File: src/lpm_pkg.sv
/*
  Constants, register map and carrier types of the low-power mode sequencer.
  Assumes a 25 MHz APB clock and 32-bit APB data with word-aligned registers.
*/
`default_nettype none
package lpm_pkg;

  // Register byte offsets
  localparam logic [7:0] OFS_STBY_CTRL = 8'h00; // standby_control_reg
  localparam logic [7:0] OFS_DEEP_CTRL = 8'h04; // deep_standby_control_reg
  localparam logic [7:0] OFS_MSTP_A = 8'h08; // module_stop_ctrl_a
  localparam logic [7:0] OFS_MSTP_B = 8'h0c; // module_stop_ctrl_b
  localparam logic [7:0] OFS_MSTP_C = 8'h10; // module_stop_ctrl_c
  localparam logic [7:0] OFS_MSTP_D = 8'h14; // module_stop_ctrl_d
  localparam logic [7:0] OFS_WAKE_EN = 8'h18; // deep_wake_enable_regs
  localparam logic [7:0] OFS_IRQ_STAT = 8'h1c; // Sticky events, read clears
  localparam logic [7:0] OFS_IRQ_MASK = 8'h20; // Interrupt mask
  localparam logic [7:0] OFS_MODE = 8'h24; // Current mode, read only

  // Field positions
  localparam int STBY_SEL_BIT = 0; // standby_select_bit
  localparam int STBY_MAINCLK_BIT = 1; // Leave the low-speed oscillator
  localparam int DEEP_SEL_BIT = 0; // deep_standby_select_bit
  localparam int CLK_STOP_EN_BIT = 31; // all_clock_stop_enable inside module_stop_ctrl_a

  // Clock-stop match patterns
  localparam logic [31:0] ALL_ONES = 32'hffff_ffff;
  localparam logic [31:0] MSTP_A_DONT_CARE = 32'h0000_0030; // Timer stop bits free
  localparam logic [31:0] MSTP_C_CARE = 32'hffff_0000; // Only upper half checked

  // Reset values
  localparam logic [31:0] REG_RESET = 32'h0000_0000;
  localparam logic [1:0] STBY_RESET = 2'h0;

  // Deep wake source layout
  localparam int WAKE_W = 25;
  localparam int WAKE_NMI = 0;
  localparam int WAKE_IRQ_LO = 1; // Sixteen external request lines
  localparam int WAKE_SCL = 17;
  localparam int WAKE_SDA = 18;
  localparam int WAKE_RX = 19;
  localparam int WAKE_RTC_ALARM = 20;
  localparam int WAKE_RTC_CYCLE = 21;
  localparam int WAKE_USB = 22;
  localparam int WAKE_LVD1 = 23;
  localparam int WAKE_LVD2 = 24;

  // Interrupt event layout
  localparam int EVT_W = 5;
  localparam int EVT_SLEEP = 0;
  localparam int EVT_ACSTOP = 1;
  localparam int EVT_SSTBY = 2;
  localparam int EVT_DSTBY = 3;
  localparam int EVT_WAKE = 4;

  // Internal reset after deep wake
  localparam int CLK_PERIOD_NS = 40;
  localparam int DEEP_RESET_NS = 1000;
  localparam int DEEP_RESET_CYC = (DEEP_RESET_NS + CLK_PERIOD_NS - 1) / CLK_PERIOD_NS;
  localparam int CNT_W = 8;

  typedef enum logic [2:0] {ST_NORMAL, ST_SLEEP, ST_ACSTOP, ST_SSTBY, ST_DSTBY, ST_DRESET} lpm_state_e;

  // Mode outputs, one bit each
  typedef struct packed {
    logic slow_osc;
    logic internal_reset;
    logic deep_standby;
    logic sw_standby;
    logic all_clock_stop;
    logic sleep;
  } mode_s;

  localparam int MODE_W = 6;

endpackage
`default_nettype wire

File: src/low_power_mode_sequencer.sv
/*
  Low-power mode sequencer: picks sleep, all-module clock stop, software
  standby or deep software standby on a wait instruction and wakes on the
  sources allowed for each mode. Registers sit on an APB slave.
  Assumes wait_exec and peripheral interrupts come from pclk logic; pin
  inputs are asynchronous and are synchronised here.
  // Function
  // Clock stop needs select 0, enable, A ones
  // Clock stop also needs B, C-upper, D ones
  // Clock stop wakes on pins, timer, peripherals
  // Select 1, deep 0 enters software standby
  // Software standby wakes without timer, osc-stop
  // Select 1, deep 1 enters deep standby
  // Deep standby wakes on dedicated pins, peripherals
  // Deep wake holds fixed internal reset
  // Resume normal on low-speed oscillator after deep
  // Deep wake source needs its enable bit
  // Otherwise wait with select 0 sleeps
  // Sleep ends on any accepted interrupt
*/
`timescale 1ns/1ps
`default_nettype none
module low_power_mode_sequencer
  import lpm_pkg::*;
(
  input wire logic pclk,
  input wire logic presetn,
  input wire logic clk_en,
  input wire logic psel,
  input wire logic penable,
  input wire logic pwrite,
  input wire logic [31:0] paddr,
  input wire logic [31:0] pwdata,
  output logic [31:0] prdata,
  output logic pready,
  output logic pslverr,
  input wire logic wait_exec,
  input wire logic core_irq_accept,
  input wire logic nmi_pin,
  input wire logic [15:0] irq_pin,
  input wire logic [15:0] deep_wake_ext_request,
  input wire logic deep_wake_serial_clock_pin,
  input wire logic deep_wake_serial_data_pin,
  input wire logic deep_wake_receive_pin,
  input wire logic tmr_irq,
  input wire logic rtc_alarm_irq,
  input wire logic rtc_cycle_irq,
  input wire logic independent_watchdog_irq,
  input wire logic usb_resume_irq,
  input wire logic lvd1_irq,
  input wire logic lvd2_irq,
  input wire logic osc_stop_irq,
  output mode_s mode,
  output logic irq
);

  // Pin synchronisers; stage one feeds only stage two
  logic [WAKE_W-1:0] pin_meta_q;
  logic [WAKE_W-1:0] pin_sync_q;
  logic [16:0] ext_meta_q;
  logic [16:0] ext_sync_q;

  // Registers
  logic [1:0] stby_q; // Select and main-clock bits
  logic deep_sel_q;
  logic [31:0] mstp_a_q;
  logic [31:0] mstp_b_q;
  logic [31:0] mstp_c_q;
  logic [31:0] mstp_d_q;
  logic [WAKE_W-1:0] wake_en_q;
  logic [EVT_W-1:0] stat_q;
  logic [EVT_W-1:0] mask_q;

  // Sequencer
  lpm_state_e state_q, state_d;
  logic [CNT_W-1:0] cnt_q;
  mode_s mode_d;

  // APB answer
  logic pready_q;
  logic [31:0] prdata_q;
  logic irq_q;

  localparam logic [CNT_W-1:0] RESET_LAST = CNT_W'(DEEP_RESET_CYC - 1);

  // Offset match helper, used by every decode line
  function automatic logic hit(input logic [31:0] addr, input logic [7:0] ofs);
    hit = (addr[31:8] == 24'h00_0000) && (addr[7:0] == ofs);
  endfunction

  // Pin vector in deep-wake layout; NMI is shared with normal wake
  wire [WAKE_W-1:0] pin_raw = {5'h00, deep_wake_receive_pin, deep_wake_serial_data_pin,
                               deep_wake_serial_clock_pin, deep_wake_ext_request, nmi_pin};
  wire [16:0] ext_raw = {irq_pin, nmi_pin};

  // Two-flop synchronisers for all pins
  always_ff @(posedge pclk or negedge presetn)
  begin
    if (!presetn)
    begin
      pin_meta_q <= '0;
      pin_sync_q <= '0;
      ext_meta_q <= '0;
      ext_sync_q <= '0;
    end
    else if (clk_en)
    begin
      pin_meta_q <= pin_raw;
      pin_sync_q <= pin_meta_q;
      ext_meta_q <= ext_raw;
      ext_sync_q <= ext_meta_q;
    end
  end

  // APB access completes at the edge where pready is seen high
  wire access = psel & penable & pready_q;
  wire wr = access & pwrite;
  wire rd = access & ~pwrite;

  // Address decode
  wire sel_stby = hit(paddr, OFS_STBY_CTRL);
  wire sel_deep = hit(paddr, OFS_DEEP_CTRL);
  wire sel_ma = hit(paddr, OFS_MSTP_A);
  wire sel_mb = hit(paddr, OFS_MSTP_B);
  wire sel_mc = hit(paddr, OFS_MSTP_C);
  wire sel_md = hit(paddr, OFS_MSTP_D);
  wire sel_we = hit(paddr, OFS_WAKE_EN);
  wire sel_st = hit(paddr, OFS_IRQ_STAT);
  wire sel_mk = hit(paddr, OFS_IRQ_MASK);
  wire sel_mode = hit(paddr, OFS_MODE);
  wire mapped = sel_stby | sel_deep | sel_ma | sel_mb | sel_mc | sel_md | sel_we | sel_st | sel_mk | sel_mode;

  // Read data mux, unmapped reads zero
  wire [31:0] rdata_w =
    sel_stby ? {30'h0, stby_q} :
    sel_deep ? {31'h0, deep_sel_q} :
    sel_ma ? mstp_a_q :
    sel_mb ? mstp_b_q :
    sel_mc ? mstp_c_q :
    sel_md ? mstp_d_q :
    sel_we ? {7'h00, wake_en_q} :
    sel_st ? {27'h0, stat_q} :
    sel_mk ? {27'h0, mask_q} :
    sel_mode ? {26'h0, mode} : 32'h0000_0000;

  // Clock-stop qualification
  wire clk_stop_en = mstp_a_q[CLK_STOP_EN_BIT];
  wire mstp_a_full = (mstp_a_q | MSTP_A_DONT_CARE) == ALL_ONES;
  wire mstp_rest_full = (mstp_b_q == ALL_ONES) && ((mstp_c_q & MSTP_C_CARE) == MSTP_C_CARE)
                        && (mstp_d_q == ALL_ONES);
  wire acstop_ok = ~stby_q[STBY_SEL_BIT] & clk_stop_en & mstp_a_full & mstp_rest_full;

  // Wake sources per mode
  wire ext_any = |ext_sync_q;
  wire periph_common = rtc_alarm_irq | rtc_cycle_irq | independent_watchdog_irq | usb_resume_irq
                       | lvd1_irq | lvd2_irq;
  wire wake_acstop = ext_any | periph_common | tmr_irq | osc_stop_irq;
  wire wake_sstby = ext_any | periph_common;
  wire [WAKE_W-1:0] deep_src = pin_sync_q
    | (WAKE_W'(rtc_alarm_irq) << WAKE_RTC_ALARM)
    | (WAKE_W'(rtc_cycle_irq) << WAKE_RTC_CYCLE)
    | (WAKE_W'(usb_resume_irq) << WAKE_USB)
    | (WAKE_W'(lvd1_irq) << WAKE_LVD1)
    | (WAKE_W'(lvd2_irq) << WAKE_LVD2);
  wire wake_deep = |(deep_src & wake_en_q);

  // Next-state logic
  always_comb
  begin
    state_d = state_q;
    unique case (state_q)
      ST_NORMAL:
        if (wait_exec)
        begin
          if (stby_q[STBY_SEL_BIT] && deep_sel_q)
            state_d = ST_DSTBY;
          else if (stby_q[STBY_SEL_BIT])
            state_d = ST_SSTBY;
          else if (acstop_ok)
            state_d = ST_ACSTOP;
          else
            state_d = ST_SLEEP;
        end
      ST_SLEEP:
        if (core_irq_accept)
          state_d = ST_NORMAL;
      ST_ACSTOP:
        if (wake_acstop)
          state_d = ST_NORMAL;
      ST_SSTBY:
        if (wake_sstby)
          state_d = ST_NORMAL;
      ST_DSTBY:
        if (wake_deep)
          state_d = ST_DRESET;
      ST_DRESET:
        if (cnt_q == RESET_LAST)
          state_d = ST_NORMAL;
    endcase
  end

  // Mode outputs follow the next state so they leave flops in step with it
  wire leaving_reset = (state_q == ST_DRESET) && (state_d == ST_NORMAL);
  always_comb
  begin
    mode_d = '0;
    mode_d.sleep = (state_d == ST_SLEEP);
    mode_d.all_clock_stop = (state_d == ST_ACSTOP);
    mode_d.sw_standby = (state_d == ST_SSTBY);
    // Deep standby and internal reset drop on the same edge
    mode_d.deep_standby = (state_d == ST_DSTBY) || (state_d == ST_DRESET);
    mode_d.internal_reset = (state_d == ST_DRESET);
    // Clock source comes back to the low-speed oscillator after deep reset
    mode_d.slow_osc = (state_d == ST_DRESET) || leaving_reset || !stby_q[STBY_MAINCLK_BIT];
  end

  // Events raised on entry to sleep, clock stop and software standby, on deep reset release and on each wake
  wire entering = (state_q == ST_NORMAL) && (state_d != ST_NORMAL);
  wire [EVT_W-1:0] evt;
  assign evt[EVT_SLEEP] = entering && (state_d == ST_SLEEP);
  assign evt[EVT_ACSTOP] = entering && (state_d == ST_ACSTOP);
  assign evt[EVT_SSTBY] = entering && (state_d == ST_SSTBY);
  assign evt[EVT_DSTBY] = leaving_reset;
  assign evt[EVT_WAKE] = (state_q != ST_NORMAL) && (state_q != ST_DRESET) && (state_d != state_q)
                         || leaving_reset;

  // Read clear of status, an event in the same cycle still lands
  wire [EVT_W-1:0] stat_d = ((rd && sel_st) ? '0 : stat_q) | evt;

  // Sequencer state and reset counter
  always_ff @(posedge pclk or negedge presetn)
  begin
    if (!presetn)
    begin
      state_q <= ST_NORMAL;
      cnt_q <= '0;
      mode <= '0;
      stat_q <= '0;
      irq_q <= 1'b0;
    end
    else if (clk_en)
    begin
      state_q <= state_d;
      // Count only while the internal reset is held
      cnt_q <= (state_q == ST_DRESET) ? cnt_q + 1'b1 : '0;
      mode <= mode_d;
      stat_q <= stat_d;
      irq_q <= |(stat_d & mask_q);
    end
  end

  // Software registers; deep internal reset returns them to reset values
  wire soft_reset = (state_q == ST_DRESET);
  always_ff @(posedge pclk or negedge presetn)
  begin
    if (!presetn)
    begin
      stby_q <= STBY_RESET;
      deep_sel_q <= 1'b0;
      mstp_a_q <= REG_RESET;
      mstp_b_q <= REG_RESET;
      mstp_c_q <= REG_RESET;
      mstp_d_q <= REG_RESET;
    end
    else if (clk_en)
    begin
      if (soft_reset)
      begin
        // Same state as after the reset pin
        stby_q <= STBY_RESET;
        deep_sel_q <= 1'b0;
        mstp_a_q <= REG_RESET;
        mstp_b_q <= REG_RESET;
        mstp_c_q <= REG_RESET;
        mstp_d_q <= REG_RESET;
      end
      else if (wr)
      begin
        if (sel_stby)
          stby_q <= pwdata[1:0];
        if (sel_deep)
          deep_sel_q <= pwdata[DEEP_SEL_BIT];
        if (sel_ma)
          mstp_a_q <= pwdata;
        if (sel_mb)
          mstp_b_q <= pwdata;
        if (sel_mc)
          mstp_c_q <= pwdata;
        if (sel_md)
          mstp_d_q <= pwdata;
      end
    end
  end

  // Wake enables and interrupt mask survive deep standby
  always_ff @(posedge pclk or negedge presetn)
  begin
    if (!presetn)
    begin
      wake_en_q <= '0;
      mask_q <= '0;
    end
    else if (clk_en && wr)
    begin
      if (sel_we)
        wake_en_q <= pwdata[WAKE_W-1:0];
      if (sel_mk)
        mask_q <= pwdata[EVT_W-1:0];
    end
  end

  // APB slave: one wait state, registered data and error
  always_ff @(posedge pclk or negedge presetn)
  begin
    if (!presetn)
    begin
      pready_q <= 1'b0;
      prdata_q <= '0;
      pslverr <= 1'b0;
    end
    else if (clk_en)
    begin
      pready_q <= psel & penable & ~pready_q;
      if (psel && penable && !pready_q)
      begin
        prdata_q <= pwrite ? 32'h0000_0000 : rdata_w;
        // Unmapped access and writes to read-only words are flagged
        pslverr <= ~mapped | (pwrite & (sel_st | sel_mode));
      end
      else
        pslverr <= 1'b0;
    end
  end

  assign pready = pready_q;
  assign prdata = prdata_q;
  assign irq = irq_q;

endmodule
`default_nettype wire

File: config.mk
export PLATFORM = sky130hd
export DESIGN_NAME = low_power_mode_sequencer
export DESIGN_NICKNAME = d
export VERILOG_FILES = /design/src/lpm_pkg.sv /design/src/low_power_mode_sequencer.sv
export SDC_FILE = /design/constraint.sdc
export NUM_CORES = 1
export LEC_CHECK = 0
export ABC_CLOCK_PERIOD_IN_PS = 2400
export BUFFER_PORTS_ARGS = -buffer_cell sky130_fd_sc_hd__buf_2
export CAP_MARGIN = 20
export CORE_UTILIZATION = 52
export DETAILED_ROUTE_END_ITERATION = 10
export PLACE_DENSITY = 0.85
export REMOVE_ABC_BUFFERS = 1
export SYNTH_ARGS = -nofsm -noshare
export SYNTH_HDL_FRONTEND = slang
export SYNTH_SLANG_ARGS = --single-unit
File: constraint.sdc
create_clock -name pclk -period 2.4 [get_ports pclk]
set_clock_uncertainty 0.1 [all_clocks]
set_input_delay 0.36 -clock pclk [delete_from_list [all_inputs] [get_ports pclk]]
set_output_delay 0.36 -clock pclk [all_outputs]
set_load 0.01 [all_outputs]
==> impl_metrics.tcl <==
set metrics [dict create \
    status "complete, but fails checks" \
    violations "setup timing" \
    cp_num_buf_inv 2 \
    syn_avg_cell_area_um2 11.3 \
    layout-drive-gt1-share_pct 31.5 \
    worstPathRequired_ns 2.77 \
    power_frac_seq_pct 49.3 \
    count_of_cell_types_in_the_netlist 67 \
    routed-via-count 11200 \
    synth_compound_area_share_pct 18.2 \
    worst-endpoint-arrival_ns 2.86 \
    worst_hold_startpoint "pwdata[0]" \
    synth_largest_type_area_fraction_pct 56.7 \
    clk_path_buf_depth 3 \
    synth_cells 1131 \
    floorplan.initialDensity_pct 52.8 \
    max-slew-margin-rel_pct 68.9 \
    netlist_top_cells_area "sky130_fd_sc_hd__dfrtp_1, sky130_fd_sc_hd__mux2_2, sky130_fd_sc_hd__nand2_1" \
    max_freq_ghz 0.401 \
    synth-adder-area-share_pct 0.196 \
    drt_first_pass_iters 8 \
    share_clk_of_total_power_pct 33.0 \
    regToRegSetupSlack_ns -0.1 \
    final_max_slew_viol_count 0 \
    via_per_inst 6.31 \
    postLayoutSetupSlackWorst_ns -0.0950 \
    post-synth-top-count-cell "sky130_fd_sc_hd__dfrtp_1" \
    synthSimpleGateAreaFrac_pct 12.1 \
    finalSetupViolCount 3 \
    placed_cells_incl_taps 1660 \
    critPathKind "flip-flop to flip-flop" \
    synthesis.area_mm2 0.0128 \
    min-delay-path-class "input port to flip-flop" \
    finish.utilization_pct 68.7 \
    drt_first_iter_violations 1208 \
    critical-path-top-delay-family "compound AO/OA/AOI/OAI gates" \
    routabilityCongestion 0.940 \
    synthArstFlopShare_pct 100 \
    synth_enable_flop_cells 0 \
    internal-power_w 0.00975 \
    number_of_global_route_vias_before_repair 11200 \
    timing.critical_path.slowest_cell_delay_ns 0.41 \
    largest_net_degree_at_the_start_of_global_routing 74 \
    vdd_drop_max_uv 606 \
    muxShareOfSynthArea_pct 9.31 \
    worst_hold_path.num_cells 2 \
    clock_tree_from_tritoncts "yes" \
    clock_root_buffer_master "sky130_fd_sc_hd__clkbuf_16" \
    seq_area_frac_synth_pct 56.7 \
    fp-row-count 57 \
    synth_xor_area_share_pct 0.205 \
    postRouteWirelength_um 40000 \
    design.core.area_mm2 0.0242 \
    switchingPower_w 0.00416 \
    power.density_cell_area_mw_per_mm2 835 \
    post_route_antenna_net_violation_count 0 \
    worst_hold_slack_ns 0.0114 \
    clkTransAtPathRegs_ns 0.07 \
    clkLatencyLatePin_ns 0.55 \
    critical_path.startpoint_type "flip-flop" \
    max_cap_violations 0 \
    grt.total_usage_pct 31.6 \
    share_comb_of_total_power_pct 17.7 \
    reg2reg_depth 10 \
    die_area_mm2 0.0252 \
    die_width_um 159 \
    power.share.switching_pct 29.9 \
    grt_remaining_overflow 0 \
    max_slew.worst_pin.slew_ns 0.460 \
    number_of_remaining_drc_errors 0 \
    layout_min_cycle_time_ns 2.50 \
    timing.critical_path.fanout_max 4 \
    tritoncts.num_buffers 29 \
    final.period_utilization_pct 104 \
    synth.largest_area_cell "sky130_fd_sc_hd__dfrtp_1" \
    yosysWarningCount 0 \
    synth-seq-cells 290 \
    drt-wirelength-per-cell_um 22.4 \
    path_cells "a22o_1 > a221oi_2 > buf_4 > nand4_1 > o21ai_2 > a32oi_4 > buf_6 > mux2i_1 > o32a_1 > o21ai_1" \
    numPortBuffers 156 \
    ctsHtreeMaxLevel 1 \
    reg2reg_to "irq" \
    finalNonFillerCells 1782 \
    die_h_um 159 \
    finalNetCount 1552 \
    clock_sink_count 290 \
    synth_top_family_by_area "compound AO/OA/AOI/OAI gates" \
    synth_commonest_cells "sky130_fd_sc_hd__dfrtp_1, sky130_fd_sc_hd__nand2_1, sky130_fd_sc_hd__mux2_2, sky130_fd_sc_hd__o21ai_1, sky130_fd_sc_hd__o21ai_0" \
    rsz0062_at_grt "yes" \
    slowest_stage "sky130_fd_sc_hd__dfrtp_1" \
    floorplan.io_pins 157 \
    detailedPlacementHpwl_um 26400 \
    critical_path.endpoint_type "flip-flop" \
    dpl-instance-area_mm2 0.0148 \
    ys.flop_type "sky130_fd_sc_hd__dfrtp_1" \
    hold_path_end "mstp_d_q[0]" \
    hold_violations 0 \
    leakage_power_summed_over_all_cells_nw 7.87 \
    layout-area-overhead-vs-synth_pct 30.2 \
    final_design_area_no_fill_mm2 0.0167 \
    startpoint_of_the_worst_slack_reg_to_reg_timing_path "wake_en_q[18]" \
    antenna_found_initial 2 \
    grt_first_pass_wirelength_um 62600 \
]
[final cells by class]
cell class	instances	area [um2]
multi-input combinational	758	5320
clock buffer	41	851
sequential	290	7260
fill	1695	7590
inverter	8	30.0
clock inverter	11	113
timing repair buffer	347	2670
antenna	3	7.51
tap	324	405
[logic make-up after synthesis]
kind of cell	count (synthesis)
DFF	290
xor gates and xnor gates	3
and+or+nand+nor	308
buffers and inverters	83
adders and majority gates	2
muxes	106
AOI/OAI and AO/OA	339
[placed cells by master, fill, tap and decap left out, types with 4 or more instances in the layout]
cell type,instances
sky130_fd_sc_hd__nor3_1,5
sky130_fd_sc_hd__a22o_1,40
sky130_fd_sc_hd__a22oi_1,6
sky130_fd_sc_hd__nand2_1,173
sky130_fd_sc_hd__clkbuf_1,4
sky130_fd_sc_hd__nand3_1,13
sky130_fd_sc_hd__nor4_2,5
sky130_fd_sc_hd__clkbuf_16,29
sky130_fd_sc_hd__o22ai_1,5
sky130_fd_sc_hd__a222oi_1,29
sky130_fd_sc_hd__and3_1,7
sky130_fd_sc_hd__clkbuf_8,8
sky130_fd_sc_hd__nor4_4,5
sky130_fd_sc_hd__clkinv_2,6
sky130_fd_sc_hd__buf_4,105
sky130_fd_sc_hd__nor2b_1,4
sky130_fd_sc_hd__nor4_1,10
sky130_fd_sc_hd__nand4b_1,4
sky130_fd_sc_hd__a21oi_1,44
sky130_fd_sc_hd__nor2_2,4
sky130_fd_sc_hd__o21ai_0,54
sky130_fd_sc_hd__o221ai_1,21
sky130_fd_sc_hd__dfrtp_1,289
sky130_fd_sc_hd__buf_2,154
sky130_fd_sc_hd__nand4_1,33
sky130_fd_sc_hd__a21o_1,28
sky130_fd_sc_hd__mux2_2,84
sky130_fd_sc_hd__and2_1,9
sky130_fd_sc_hd__mux2_1,20
sky130_fd_sc_hd__o21ai_1,71
sky130_fd_sc_hd__dlygate4sd3_1,63
sky130_fd_sc_hd__nor2_1,17
sky130_fd_sc_hd__buf_12,22
sky130_fd_sc_hd__inv_1,8
[per-layer routing]
layer	routed length, um	GRT usage [%]	vias to the layer above
met1	15400	42.3	5525
li1	-	-	4837
met4	1920	14.2	0
met3	4060	6.37	145
met2	18600	50.0	729
met5	0	0	-
[sequential cells by signal (all words and copies together), names as in the netlist, 6 cells and up]
signal      cells
wake_en_q      25
mstp_a_q       32
ext_meta_q     17
mstp_c_q       32
prdata         32
pin_meta_q     19
ext_sync_q     17
mstp_b_q       32
mstp_d_q       32
pin_sync_q     19
mode            6
cnt_q           8
[per-stage QoR]
stage / worst slack [ns] / power, W / setup TNS [ns]
2_1_floorplan: -0.911 / 0.00770 / -116.46
5_1_grt: -0.180 / 0.0145 / -0.538
3_3_place_gp: -0.173 / 0.00891 / -9.13
4_1_cts: -0.0258 / 0.0138 / -0.0258
6_report: -0.0950 / 0.0139 / -0.184
3_5_place_dp: -0.262 / 0.00907 / -14.60
[power by group through the flow]
stage / combinational (W) / sequential, W / clock [W]
finish: 0.00246 / 0.00686 / 0.00459
global placement: 0.00209 / 0.00682 / 0
floorplan: 0.00114 / 0.00657 / 0
detailed placement: 0.00220 / 0.00687 / 0
CTS: 0.00237 / 0.00680 / 0.00460
global route: 0.00273 / 0.00694 / 0.00482
[how the worst max path moves through the flow]
stage / cells after the start / end / from
finish: 10 / irq / wake_en_q[18]
global route: 10 / irq / wake_en_q[9]
CTS: 10 / irq / pin_sync_q[9]
detailed placement: 10 / irq / wake_en_q[9]
global placement: 9 / stat_q[4] / wake_en_q[18]
floorplan: 5 / mstp_b_q[31] / state_q[0]
[repair_timing]
action / 4_1_cts / 5_1_grt
hold buffers: 62 / 1
endpoints found under the hold margin: 129 / 1
endpoints found under the setup margin: 4 / 7
gates resized for setup: 17 / 13
setup buffers: 3 / 1
pin swaps: 8 / 10
(Power assumes the default switching activity.)
